--- src/rtl/spx_pkg.sv ---
package spx_pkg;

  // register offsets on the 3-bit byte-wide register port
  localparam logic [2:0] SPX_OFS_CTRL1 = 3'h0;
  localparam logic [2:0] SPX_OFS_CTRL2 = 3'h1;
  localparam logic [2:0] SPX_OFS_RATE = 3'h2;
  localparam logic [2:0] SPX_OFS_STAT = 3'h3;
  localparam logic [2:0] SPX_OFS_DATA_HI = 3'h4;
  localparam logic [2:0] SPX_OFS_DATA_LO = 3'h5;
  localparam logic [2:0] SPX_OFS_MATCH_HI = 3'h6;
  localparam logic [2:0] SPX_OFS_MATCH_LO = 3'h7;

  // first control register layout
  typedef struct packed {
    logic irq_en;
    logic enable;
    logic tx_irq_en;
    logic master_select_bit;
    logic cpol;
    logic cpha;
    logic select_output_enable;
    logic lsb_first;
  } spx_ctrl1_t;

  // second_control_register layout
  typedef struct packed {
    logic match_irq_en;
    logic word_length_bit;
    logic rsv5;
    logic mode_fault_enable;
    logic bidir_oe;
    logic rsv2;
    logic stop_in_wait_bit;
    logic bidirectional_select_bit;
  } spx_ctrl2_t;

  // reset values and writable-bit masks
  localparam logic [7:0] SPX_CTRL1_RST = 8'h04;
  localparam logic [7:0] SPX_CTRL2_RST = 8'h00;
  localparam logic [7:0] SPX_RATE_RST = 8'h00;
  localparam logic [7:0] SPX_CTRL2_WMASK = 8'hdb;
  localparam logic [7:0] SPX_RATE_WMASK = 8'h77;

  // rate register fields
  localparam int SPX_PRESCALE_LSB = 4;
  localparam int SPX_RATE_LSB = 0;

  // status bit positions
  localparam int SPX_ST_RX_FULL = 7;
  localparam int SPX_ST_MATCH = 6;
  localparam int SPX_ST_TX_EMPTY = 5;
  localparam int SPX_ST_MODE_FAULT = 4;

  // index of the last clock edge of a word (two edges per bit)
  localparam logic [4:0] SPX_LAST_EDGE_8 = 5'h0f;
  localparam logic [4:0] SPX_LAST_EDGE_16 = 5'h1f;

  typedef enum {SPX_IDLE, SPX_RUN} spx_state_t;

endpackage

--- src/rtl/spx_spi16.sv ---
// Functional notes
// - wait with stop-in-wait clear: block runs as in run mode.
// - wait with stop-in-wait set: clock generation stops, master pauses then resumes.
// - a slave keeps shifting its current word during wait.
// - stop3: master halts and resumes later; slave keeps shifting with master.
// - deeper stop: block disabled and all registers return to reset values.
// - only master starts transfers; both shift registers swap contents.
// - slave works only while its select input is low.
// - written word waits in transmit buffer, loaded into shifter at start.
// - after 8 or 16 bits the received word goes to receive buffer.
// - master drives serial clock and MOSI, samples MISO.
// - slave takes clock from pin, drives MISO, samples MOSI.
// - bit rate is bus clock over (prescale+1) times 2^(rate+1).
// - automatic select output is low during transfers, high while idle.
// - automatic select only as master with select-output and fault enables set.
// - automatic select output disables mode-fault detection.
// - bidirectional select makes the block use one data pin.
// - bidirectional: master uses MOSI, slave uses MISO, other pin unused.
// - software picks MSB-first or LSB-first shifting.
// - mode fault sets a flag that can raise an interrupt.
// - clock polarity and phase select idle level and sample edges.
//
// Decided for this implementation: the strobed register port and the placing of the registers.
module spx_spi16 (
  input wire logic i_clk,
  input wire logic i_rst_b,
  input wire logic [2:0] i_addr,
  input wire logic [7:0] i_wdata,
  input wire logic i_wr,
  input wire logic i_rd,
  output logic [7:0] o_rdata,
  input wire logic i_wait,
  input wire logic i_stop3,
  input wire logic i_stop_deep,
  output logic o_irq,
  input wire logic i_sclk,
  output logic o_sclk,
  output logic o_sclk_oe,
  input wire logic i_mosi,
  output logic o_mosi,
  output logic o_mosi_oe,
  input wire logic i_miso,
  output logic o_miso,
  output logic o_miso_oe,
  input wire logic i_ss_b,
  output logic o_ss_b,
  output logic o_ss_oe
);

  // half a serial clock period in bus cycles: (prescale+1) * 2^rate
  function automatic logic [10:0] half_period(input logic [2:0] pre, input logic [2:0] rate);
    logic [10:0] base;
    base = {8'h00, pre} + 11'h001;
    return base << rate;
  endfunction

  // bit that currently sits at the output end of the shifter
  function automatic logic out_bit(input logic [15:0] sh, input logic w16, input logic lsb);
    return lsb ? sh[0] : (w16 ? sh[15] : sh[7]);
  endfunction

  // shift one bit in at the input end, keeping unused upper bits clear in 8-bit mode
  function automatic logic [15:0] shift_in(input logic [15:0] sh, input logic b,
                                           input logic w16, input logic lsb);
    logic [15:0] r;
    r = 16'h0000;
    if (lsb) begin
      r = {1'b0, sh[15:1]};
      if (w16) begin
        r[15] = b;
      end else begin
        r[7] = b;
        r[15:8] = 8'h00;
      end
    end else begin
      r = {sh[14:0], b};
      if (!w16) begin
        r[15:8] = 8'h00;
      end
    end
    return r;
  endfunction

  spx_pkg::spx_ctrl1_t ctrl1_r;
  spx_pkg::spx_ctrl2_t ctrl2_r;
  logic [7:0] rate_r;
  logic [15:0] tx_r;
  logic tx_full_r;
  logic [15:0] rx_r;
  logic rx_full_r;
  logic [15:0] match_r;
  logic match_flag_r;
  logic mode_fault_r;
  spx_pkg::spx_state_t state_r;
  logic tail_r;
  logic [10:0] div_cnt_r;
  logic [4:0] edge_cnt_r;
  logic [15:0] shift_r;
  logic out_r;
  logic sclk_r;
  logic sclk_prev_r;
  logic [7:0] rdata_r;

  logic enabled;
  logic is_master;
  logic w16;
  logic bidir;
  logic halt;
  logic auto_select;
  logic mode_fault_evt;
  logic slave_sel;
  logic running;
  logic master_edge;
  logic slave_edge;
  logic clk_edge;
  logic sample;
  logic change;
  logic done;
  logic start;
  logic abort;
  logic ser_in;
  logic [4:0] last_edge;
  logic [10:0] half;
  logic [15:0] shift_nxt;
  logic [15:0] tx_word;
  logic [7:0] stat;
  logic wr_data_lo;
  logic rd_data_lo;
  logic rx_equal;

  assign enabled = ctrl1_r.enable;
  assign is_master = ctrl1_r.master_select_bit;
  assign w16 = ctrl2_r.word_length_bit;
  assign bidir = ctrl2_r.bidirectional_select_bit;
  assign running = (state_r == spx_pkg::SPX_RUN);
  assign last_edge = w16 ? spx_pkg::SPX_LAST_EDGE_16 : spx_pkg::SPX_LAST_EDGE_8;
  assign half = half_period(rate_r[spx_pkg::SPX_PRESCALE_LSB +: 3],
                            rate_r[spx_pkg::SPX_RATE_LSB +: 3]);

  // only a master stalls; a slave follows the outside clock through wait and stop3
  assign halt = is_master & ((i_wait & ctrl2_r.stop_in_wait_bit) | i_stop3);

  // automatic select needs master plus both enables, and then masks fault detection
  assign auto_select = is_master & ctrl1_r.select_output_enable
                     & ctrl2_r.mode_fault_enable;
  assign mode_fault_evt = enabled & is_master & ctrl2_r.mode_fault_enable
                        & !ctrl1_r.select_output_enable & !i_ss_b;

  assign slave_sel = enabled & !is_master & !i_ss_b;

  // shifter input pin depends on role and on single-wire mode
  always_comb begin
    if (bidir) begin
      ser_in = is_master ? i_mosi : i_miso;
    end else begin
      ser_in = is_master ? i_miso : i_mosi;
    end
  end

  // clock edges: generated for a master, taken from the pin for a slave
  assign master_edge = running & is_master & !halt & (div_cnt_r == half - 11'h001);
  assign slave_edge = running & slave_sel & (i_sclk != sclk_prev_r);
  assign clk_edge = is_master ? master_edge : slave_edge;
  assign sample = clk_edge & (edge_cnt_r[0] == ctrl1_r.cpha);
  assign change = clk_edge & !sample;
  assign done = clk_edge & (edge_cnt_r == last_edge);
  assign shift_nxt = sample ? shift_in(shift_r, ser_in, w16, ctrl1_r.lsb_first) : shift_r;

  // transfers start only from a master with data, or a selected slave
  assign start = !running & !i_stop_deep
               & ((enabled & is_master & !halt & tx_full_r & !mode_fault_evt & !tail_r)
                  | slave_sel);
  assign abort = running & (!enabled | i_stop_deep
                 | (is_master ? mode_fault_evt : i_ss_b));
  assign tx_word = w16 ? tx_r : {8'h00, tx_r[7:0]};

  assign wr_data_lo = i_wr & (i_addr == spx_pkg::SPX_OFS_DATA_LO);
  assign rd_data_lo = i_rd & (i_addr == spx_pkg::SPX_OFS_DATA_LO);
  assign rx_equal = w16 ? (shift_nxt == match_r) : (shift_nxt[7:0] == match_r[7:0]);

  // control registers; a deep stop puts them back to reset values
  always_ff @(posedge i_clk or negedge i_rst_b) begin
    if (!i_rst_b) begin
      ctrl1_r <= spx_pkg::SPX_CTRL1_RST;
      ctrl2_r <= spx_pkg::SPX_CTRL2_RST;
      rate_r <= spx_pkg::SPX_RATE_RST;
      match_r <= 16'h0000;
    end else if (i_stop_deep) begin
      ctrl1_r <= spx_pkg::SPX_CTRL1_RST;
      ctrl2_r <= spx_pkg::SPX_CTRL2_RST;
      rate_r <= spx_pkg::SPX_RATE_RST;
      match_r <= 16'h0000;
    end else if (i_wr) begin
      unique case (i_addr)
        spx_pkg::SPX_OFS_CTRL1: ctrl1_r <= i_wdata;
        spx_pkg::SPX_OFS_CTRL2: ctrl2_r <= i_wdata & spx_pkg::SPX_CTRL2_WMASK;
        spx_pkg::SPX_OFS_RATE: rate_r <= i_wdata & spx_pkg::SPX_RATE_WMASK;
        spx_pkg::SPX_OFS_MATCH_HI: match_r[15:8] <= i_wdata;
        spx_pkg::SPX_OFS_MATCH_LO: match_r[7:0] <= i_wdata;
        default: ;
      endcase
    end
  end

  // transmit buffer: low byte write arms it, transfer start empties it
  always_ff @(posedge i_clk or negedge i_rst_b) begin
    if (!i_rst_b) begin
      tx_r <= 16'h0000;
      tx_full_r <= 1'b0;
    end else if (i_stop_deep) begin
      tx_r <= 16'h0000;
      tx_full_r <= 1'b0;
    end else begin
      if (i_wr && i_addr == spx_pkg::SPX_OFS_DATA_HI) begin
        tx_r[15:8] <= i_wdata;
      end
      if (wr_data_lo) begin
        tx_r[7:0] <= i_wdata;
        tx_full_r <= 1'b1;
      end else if (start) begin
        tx_full_r <= 1'b0;
      end
    end
  end

  // receive buffer and its flags; a new word wins over a clear in the same cycle
  always_ff @(posedge i_clk or negedge i_rst_b) begin
    if (!i_rst_b) begin
      rx_r <= 16'h0000;
      rx_full_r <= 1'b0;
      match_flag_r <= 1'b0;
    end else if (i_stop_deep) begin
      rx_r <= 16'h0000;
      rx_full_r <= 1'b0;
      match_flag_r <= 1'b0;
    end else begin
      if (done) begin
        rx_r <= shift_nxt;
        rx_full_r <= 1'b1;
      end else if (rd_data_lo) begin
        rx_full_r <= 1'b0;
      end
      if (done && rx_equal) begin
        match_flag_r <= 1'b1;
      end else if (i_wr && i_addr == spx_pkg::SPX_OFS_STAT && i_wdata[spx_pkg::SPX_ST_MATCH]) begin
        match_flag_r <= 1'b0;
      end
    end
  end

  // mode fault: set by the select pin, cleared by writing one to its status bit
  always_ff @(posedge i_clk or negedge i_rst_b) begin
    if (!i_rst_b) begin
      mode_fault_r <= 1'b0;
    end else if (i_stop_deep) begin
      mode_fault_r <= 1'b0;
    end else if (mode_fault_evt) begin
      mode_fault_r <= 1'b1;
    end else if (i_wr && i_addr == spx_pkg::SPX_OFS_STAT
                 && i_wdata[spx_pkg::SPX_ST_MODE_FAULT]) begin
      mode_fault_r <= 1'b0;
    end
  end

  // transfer state; select stays low one cycle past the last clock edge of a word
  always_ff @(posedge i_clk or negedge i_rst_b) begin
    if (!i_rst_b) begin
      state_r <= spx_pkg::SPX_IDLE;
      tail_r <= 1'b0;
    end else begin
      tail_r <= done & !abort;
      unique case (state_r)
        spx_pkg::SPX_IDLE: if (start) state_r <= spx_pkg::SPX_RUN;
        spx_pkg::SPX_RUN: if (abort || done) state_r <= spx_pkg::SPX_IDLE;
      endcase
    end
  end

  // bit-rate divider; it simply holds while halted, so a paused word resumes intact
  always_ff @(posedge i_clk or negedge i_rst_b) begin
    if (!i_rst_b) begin
      div_cnt_r <= 11'h000;
    end else if (start || master_edge || !running) begin
      div_cnt_r <= 11'h000;
    end else if (is_master && !halt) begin
      div_cnt_r <= div_cnt_r + 11'h001;
    end
  end

  // edge counter: two edges per bit
  always_ff @(posedge i_clk or negedge i_rst_b) begin
    if (!i_rst_b) begin
      edge_cnt_r <= 5'h00;
    end else if (start) begin
      edge_cnt_r <= 5'h00;
    end else if (clk_edge) begin
      edge_cnt_r <= edge_cnt_r + 5'h01;
    end
  end

  // shifter: loaded from the buffer at start, shifts on sampling edges
  always_ff @(posedge i_clk or negedge i_rst_b) begin
    if (!i_rst_b) begin
      shift_r <= 16'h0000;
    end else if (start) begin
      shift_r <= tx_word;
    end else if (sample) begin
      shift_r <= shift_nxt;
    end
  end

  // output bit changes on the non-sampling edge so it is stable when sampled
  always_ff @(posedge i_clk or negedge i_rst_b) begin
    if (!i_rst_b) begin
      out_r <= 1'b0;
    end else if (start) begin
      out_r <= out_bit(tx_word, w16, ctrl1_r.lsb_first);
    end else if (change) begin
      out_r <= out_bit(shift_r, w16, ctrl1_r.lsb_first);
    end
  end

  // generated serial clock; rests at the polarity level between words
  always_ff @(posedge i_clk or negedge i_rst_b) begin
    if (!i_rst_b) begin
      sclk_r <= 1'b0;
    end else if (!running) begin
      sclk_r <= ctrl1_r.cpol;
    end else if (master_edge) begin
      sclk_r <= !sclk_r;
    end
  end

  // previous pin level for slave edge detection
  always_ff @(posedge i_clk or negedge i_rst_b) begin
    if (!i_rst_b) begin
      sclk_prev_r <= 1'b0;
    end else begin
      sclk_prev_r <= i_sclk;
    end
  end

  // status byte; reserved bits read zero
  always_comb begin
    stat = 8'h00;
    stat[spx_pkg::SPX_ST_RX_FULL] = rx_full_r;
    stat[spx_pkg::SPX_ST_MATCH] = match_flag_r;
    stat[spx_pkg::SPX_ST_TX_EMPTY] = !tx_full_r;
    stat[spx_pkg::SPX_ST_MODE_FAULT] = mode_fault_r;
  end

  // read data appears only in the cycle after the strobe
  always_ff @(posedge i_clk or negedge i_rst_b) begin
    if (!i_rst_b) begin
      rdata_r <= 8'h00;
    end else if (i_rd) begin
      unique case (i_addr)
        spx_pkg::SPX_OFS_CTRL1: rdata_r <= ctrl1_r;
        spx_pkg::SPX_OFS_CTRL2: rdata_r <= ctrl2_r;
        spx_pkg::SPX_OFS_RATE: rdata_r <= rate_r;
        spx_pkg::SPX_OFS_STAT: rdata_r <= stat;
        spx_pkg::SPX_OFS_DATA_HI: rdata_r <= rx_r[15:8];
        spx_pkg::SPX_OFS_DATA_LO: rdata_r <= rx_r[7:0];
        spx_pkg::SPX_OFS_MATCH_HI: rdata_r <= match_r[15:8];
        spx_pkg::SPX_OFS_MATCH_LO: rdata_r <= match_r[7:0];
      endcase
    end else begin
      rdata_r <= 8'h00;
    end
  end

  assign o_rdata = rdata_r;

  // interrupt request is a level while any enabled flag stands
  assign o_irq = (ctrl1_r.irq_en & (rx_full_r | mode_fault_r))
               | (ctrl1_r.tx_irq_en & !tx_full_r)
               | (ctrl2_r.match_irq_en & match_flag_r);

  // pin drivers; in single-wire mode the direction bit steers the shared pin
  assign o_sclk = sclk_r;
  assign o_sclk_oe = enabled & is_master;
  assign o_mosi = out_r;
  assign o_mosi_oe = enabled & is_master & (!bidir | ctrl2_r.bidir_oe);
  assign o_miso = out_r;
  assign o_miso_oe = slave_sel & (!bidir | ctrl2_r.bidir_oe);
  assign o_ss_b = !(running | tail_r);
  assign o_ss_oe = enabled & auto_select;

endmodule

--- config.mk ---
export PLATFORM = sky130hd
export DESIGN_NAME = spx_spi16
export DESIGN_NICKNAME = d
export VERILOG_FILES = /design/src/rtl/spx_pkg.sv /design/src/rtl/spx_spi16.sv
export SDC_FILE = /design/constraint.sdc
export NUM_CORES = 1
export LEC_CHECK = 0
export ABC_AREA = 1
export BUFFER_PORTS_ARGS = -buffer_cell sky130_fd_sc_hd__buf_2
export CORE_MARGIN = 1.5
export CORE_UTILIZATION = 40
export CTS_CLUSTER_SIZE = 10
export DETAILED_ROUTE_END_ITERATION = 10
export GPL_TIMING_DRIVEN = 0
export HOLD_SLACK_MARGIN = 0.08
export SETUP_SLACK_MARGIN = 0.2
export SLEW_MARGIN = 10
export SYNTH_ARGS = -nofsm -noshare
export SYNTH_HDL_FRONTEND = slang
export SYNTH_SLANG_ARGS = --single-unit
--- constraint.sdc ---
create_clock -name i_clk -period 3.9 [get_ports i_clk]
set_clock_uncertainty 0.1 [all_clocks]
set_input_delay 0 -clock i_clk [delete_from_list [all_inputs] [get_ports i_clk]]
set_output_delay 0 -clock i_clk [all_outputs]
set_load 0.01 [all_outputs]
==> impl_metrics.yaml <==
sta:
  clock.fmax_mhz: 275
  hold_viol: 0
  slew_violations: 0
  period_minus_slack_ns: 3.63
  hold_ws_ns: 0.116
  tightest_slew_ns: 1.22
  relSlewSlack_pct: 18.2
  finalCritPeriodShare_pct: 93.2
  setup_viol: 0
  rsz0062_at_grt: "yes"
die:
  core_um2: 16400
  fp.dieW_um: 132
  std_cell_rows: 47
  initial_core_util_pct: 40.6
  io_pins: 39
  die_area_um2: 17400
  die_h_um: 132
route:
  dr.first_iter.drc_count: 686
  avgRoutedWirePerCell_um: 17.8
  drc_errors: 0
  vias: 6480
  first_pass_iters: 5
  ant_nets: 0
  totalWireLength_um: 21700
  via_per_inst: 5.31
clock_network:
  cts_max_path_buffers: 2
  cts.htree.levels: 4
  cts_root_buffer: "clkbuf_16"
  worstSkewPairLatency_ns: 0.44
  cts_tree: "yes"
  cts_buffers: 17
  clkTransAtPathRegs_ns: 0.06
  cts.sinks: 117
critical_path:
  path_max_fanout: 4
  critPathTopFamily: "simple AND/OR/NAND/NOR gates"
  cpPeakStageDelay_ns: 0.43
  cp_num_buf_inv: 1
  path_common_cell: "nand2_1"
  start_kind: "flop"
  worst-endpoint-required_ns: 4.16
  crit_slowest_cell: "dfrtp_2"
  cp.arrival_ns: 3.89
  cp-end-kind: "flop"
  path_class: "reg2reg"
synth:
  synth_top_area_share_pct: 43.6
  ys_top_cells_by_count: "211 x nand2_1, 116 x dfrtp_1, 115 x inv_1"
  ys.flop_type: "dfrtp_1"
  yosysWarnings: 0
  synth_seq_cells: 117
  synth_cells: 872
  synthesis.nets: 898
  ys_types: 47
  ys_async_sr_fraction_pct: 100
  syn_area_per_cell_um2: 7.64
  netlist_area_um2: 6670
  synth_top_area_cell: "dfrtp_1"
  yosysMostFrequentCell: "nand2_1"
  ys_seq_area_share_pct: 43.9
  synth_area_leaders: "dfrtp_1 44%, nand2_1 12%, inv_1 6.5%, o21ai_0 6.2%, nand3_1 5.4%"
  synth-edff-count: 0
pwr:
  combPwrFrac_pct: 28.0
  ir_drop_uv: 356
  p_int_mw: 2.93
  p_seq_share_pct: 33.2
  sw_frac_of_total_pct: 34.0
  p_per_area_nw_per_um2: 514
  switching_power_mw: 1.51
  power.total_mw: 4.44
  clockPowerShare_pct: 38.8
  p_leak_nw: 4.00
final_layout:
  drive_gt1_share_pct: 20.6
  synthToLayoutAreaGrowth_pct: 29.6
  nNetsFinal: 1013
  insertedDiodeCount: 0
  nFillCells: 1563
  fin_cells: 1220
  fin_util_pct: 52.6
outcome:
  status: "finished, final reports clean"
placement:
  dp_hpwl_um: 15400
  port_buffers: 38
  dp.cells: 1131
  routabilityCongestion: 0.942
global_route:
  grt_pass1_vias: 6158
  antenna_found_initial: 0
  grt_first_pass_wirelength_um: 34300
  grt_overflow_total: 0
  track_usage_pct: 25.8
  grt_max_degree: 68
job:
  drv_cap: 0
worst_hold_path:
  hold_class: "in2reg"
## flip-flops by register name, indices dropped and copies added (netlist names), 4 cells and up
register	flops
ctrl1_r	6
edge_cnt_r	5
shift_r	16
rx_r	16
match_r	16
tx_r	16
ctrl2_r	4
rate_r	6
div_cnt_r	11
o_rdata	8
## metrics by stage
stage	instance area [um^2]	setup WS, ns	TNS (ns)
floorplan	6670	0.766	0
global placement	7130	-0.0366	-0.0366
detailed placement	7160	-0.0436	-0.0436
CTS	8350	0.175	0
global route	8640	0.0144	0
finish	8640	0.265	0
## worst min-delay path: cells and delay by family
| kind | cells | cell delay [ns] |
|---|---|---|
| AO/OA/AOI/OAI | 1 | 0.29 |
| AND/OR/NAND/NOR | 1 | 0.15 |
| buffers and inverters | 1 | 0.14 |
## placed cells by master, fill, tap and decap left out, drive strengths merged
cell type	n
o211ai	4
nor2	61
mux2	10
a221oi	5
o31ai	3
a211oi	3
ha	4
o2111ai	1
nand4	8
inv	122
nand3	82
xor2	9
nor3	11
dfrtp	116
buf	78
mux2i	1
a22o	1
xnor2	4
nand3b	11
a2111oi	2
nand2	227
clkbuf	33
a21oi	25
o22ai	35
o21ai	89
nor4	3
dlygate4sd3	29
dfstp	1
a41oi	1
a31oi	4
clkinvlp	4
o21bai	2
bufinv	4
clkinv	6
a211o	1
## final cells by class
| type | instances | area [um^2] | area share (%) |
|---|---|---|---|
| plain buffers | 25 | 153 | 1.77 |
| clock buffers | 19 | 453 | 5.24 |
| clock inverters | 13 | 194 | 2.25 |
| inverters | 123 | 462 | 5.35 |
| multi-input cells | 607 | 3380 | 39.1 |
| flip-flops and latches | 117 | 2930 | 33.9 |
| well taps | 220 | 275 | 3.19 |
| repair buffers | 96 | 788 | 9.13 |
## cells by family (layout without fill, tap and decap cells)
family	count (synthesis)	in the layout	synth area share [%]
buf+inv	148	276	9.01
simple gates	403	403	27.6
mux	11	11	1.84
flops	117	117	43.9
fa+ha+maj	4	4	0.751
xor+xnor	13	13	1.71
compound gates	176	176	15.1
## power groups by stage
stage	combinational, mW	sequential, mW	clock, mW
6_report	1.24	1.47	1.72
5_1_grt	1.38	1.49	1.79
4_1_cts	1.09	1.46	1.73
3_5_place_dp	1.01	1.48	0
3_3_place_gp	0.998	1.48	0
2_1_floorplan	0.701	1.46	0
## timing repair
item | in CTS | in global routing
setup endpoints to repair | 13 | 24
pin swaps | 18 | 42
gates resized for setup | 24 | 47
setup buffers | 12 | 14
gates cloned | 1 | 0
hold buffers | 30 | 0
endpoints found under the hold margin | 170 | 0
## worst paths after layout
kind,from,endpoint,slack (ns),depth (start not counted)
setup / recovery,rate_r[5],match_flag_r,0.27,26
hold / removal,i_addr[2],o_rdata[1],0.12,3
setup reg to reg,rate_r[5],match_flag_r,0.27,26
hold reg to reg,tx_r[6],shift_r[6],0.38,2
max in group asynchronous,i_rst_b,edge_cnt_r[4],2.79,4
min in group asynchronous,i_rst_b,ctrl1_r[2],0.56,3
## metal layers
| metal | up-vias | global-route usage (%) | share of wire, % |
|---|---|---|---|
| met5 | - | 0 | 0 |
| met4 | 0 | 10.3 | 2.6 |
| met1 | 3082 | 35.9 | 45 |
| met3 | 45 | 5.73 | 6.9 |
| met2 | 233 | 39.1 | 45 |
| li1 | 3120 | - | - |
No activity file was read; power rests on OpenSTA's default activity.
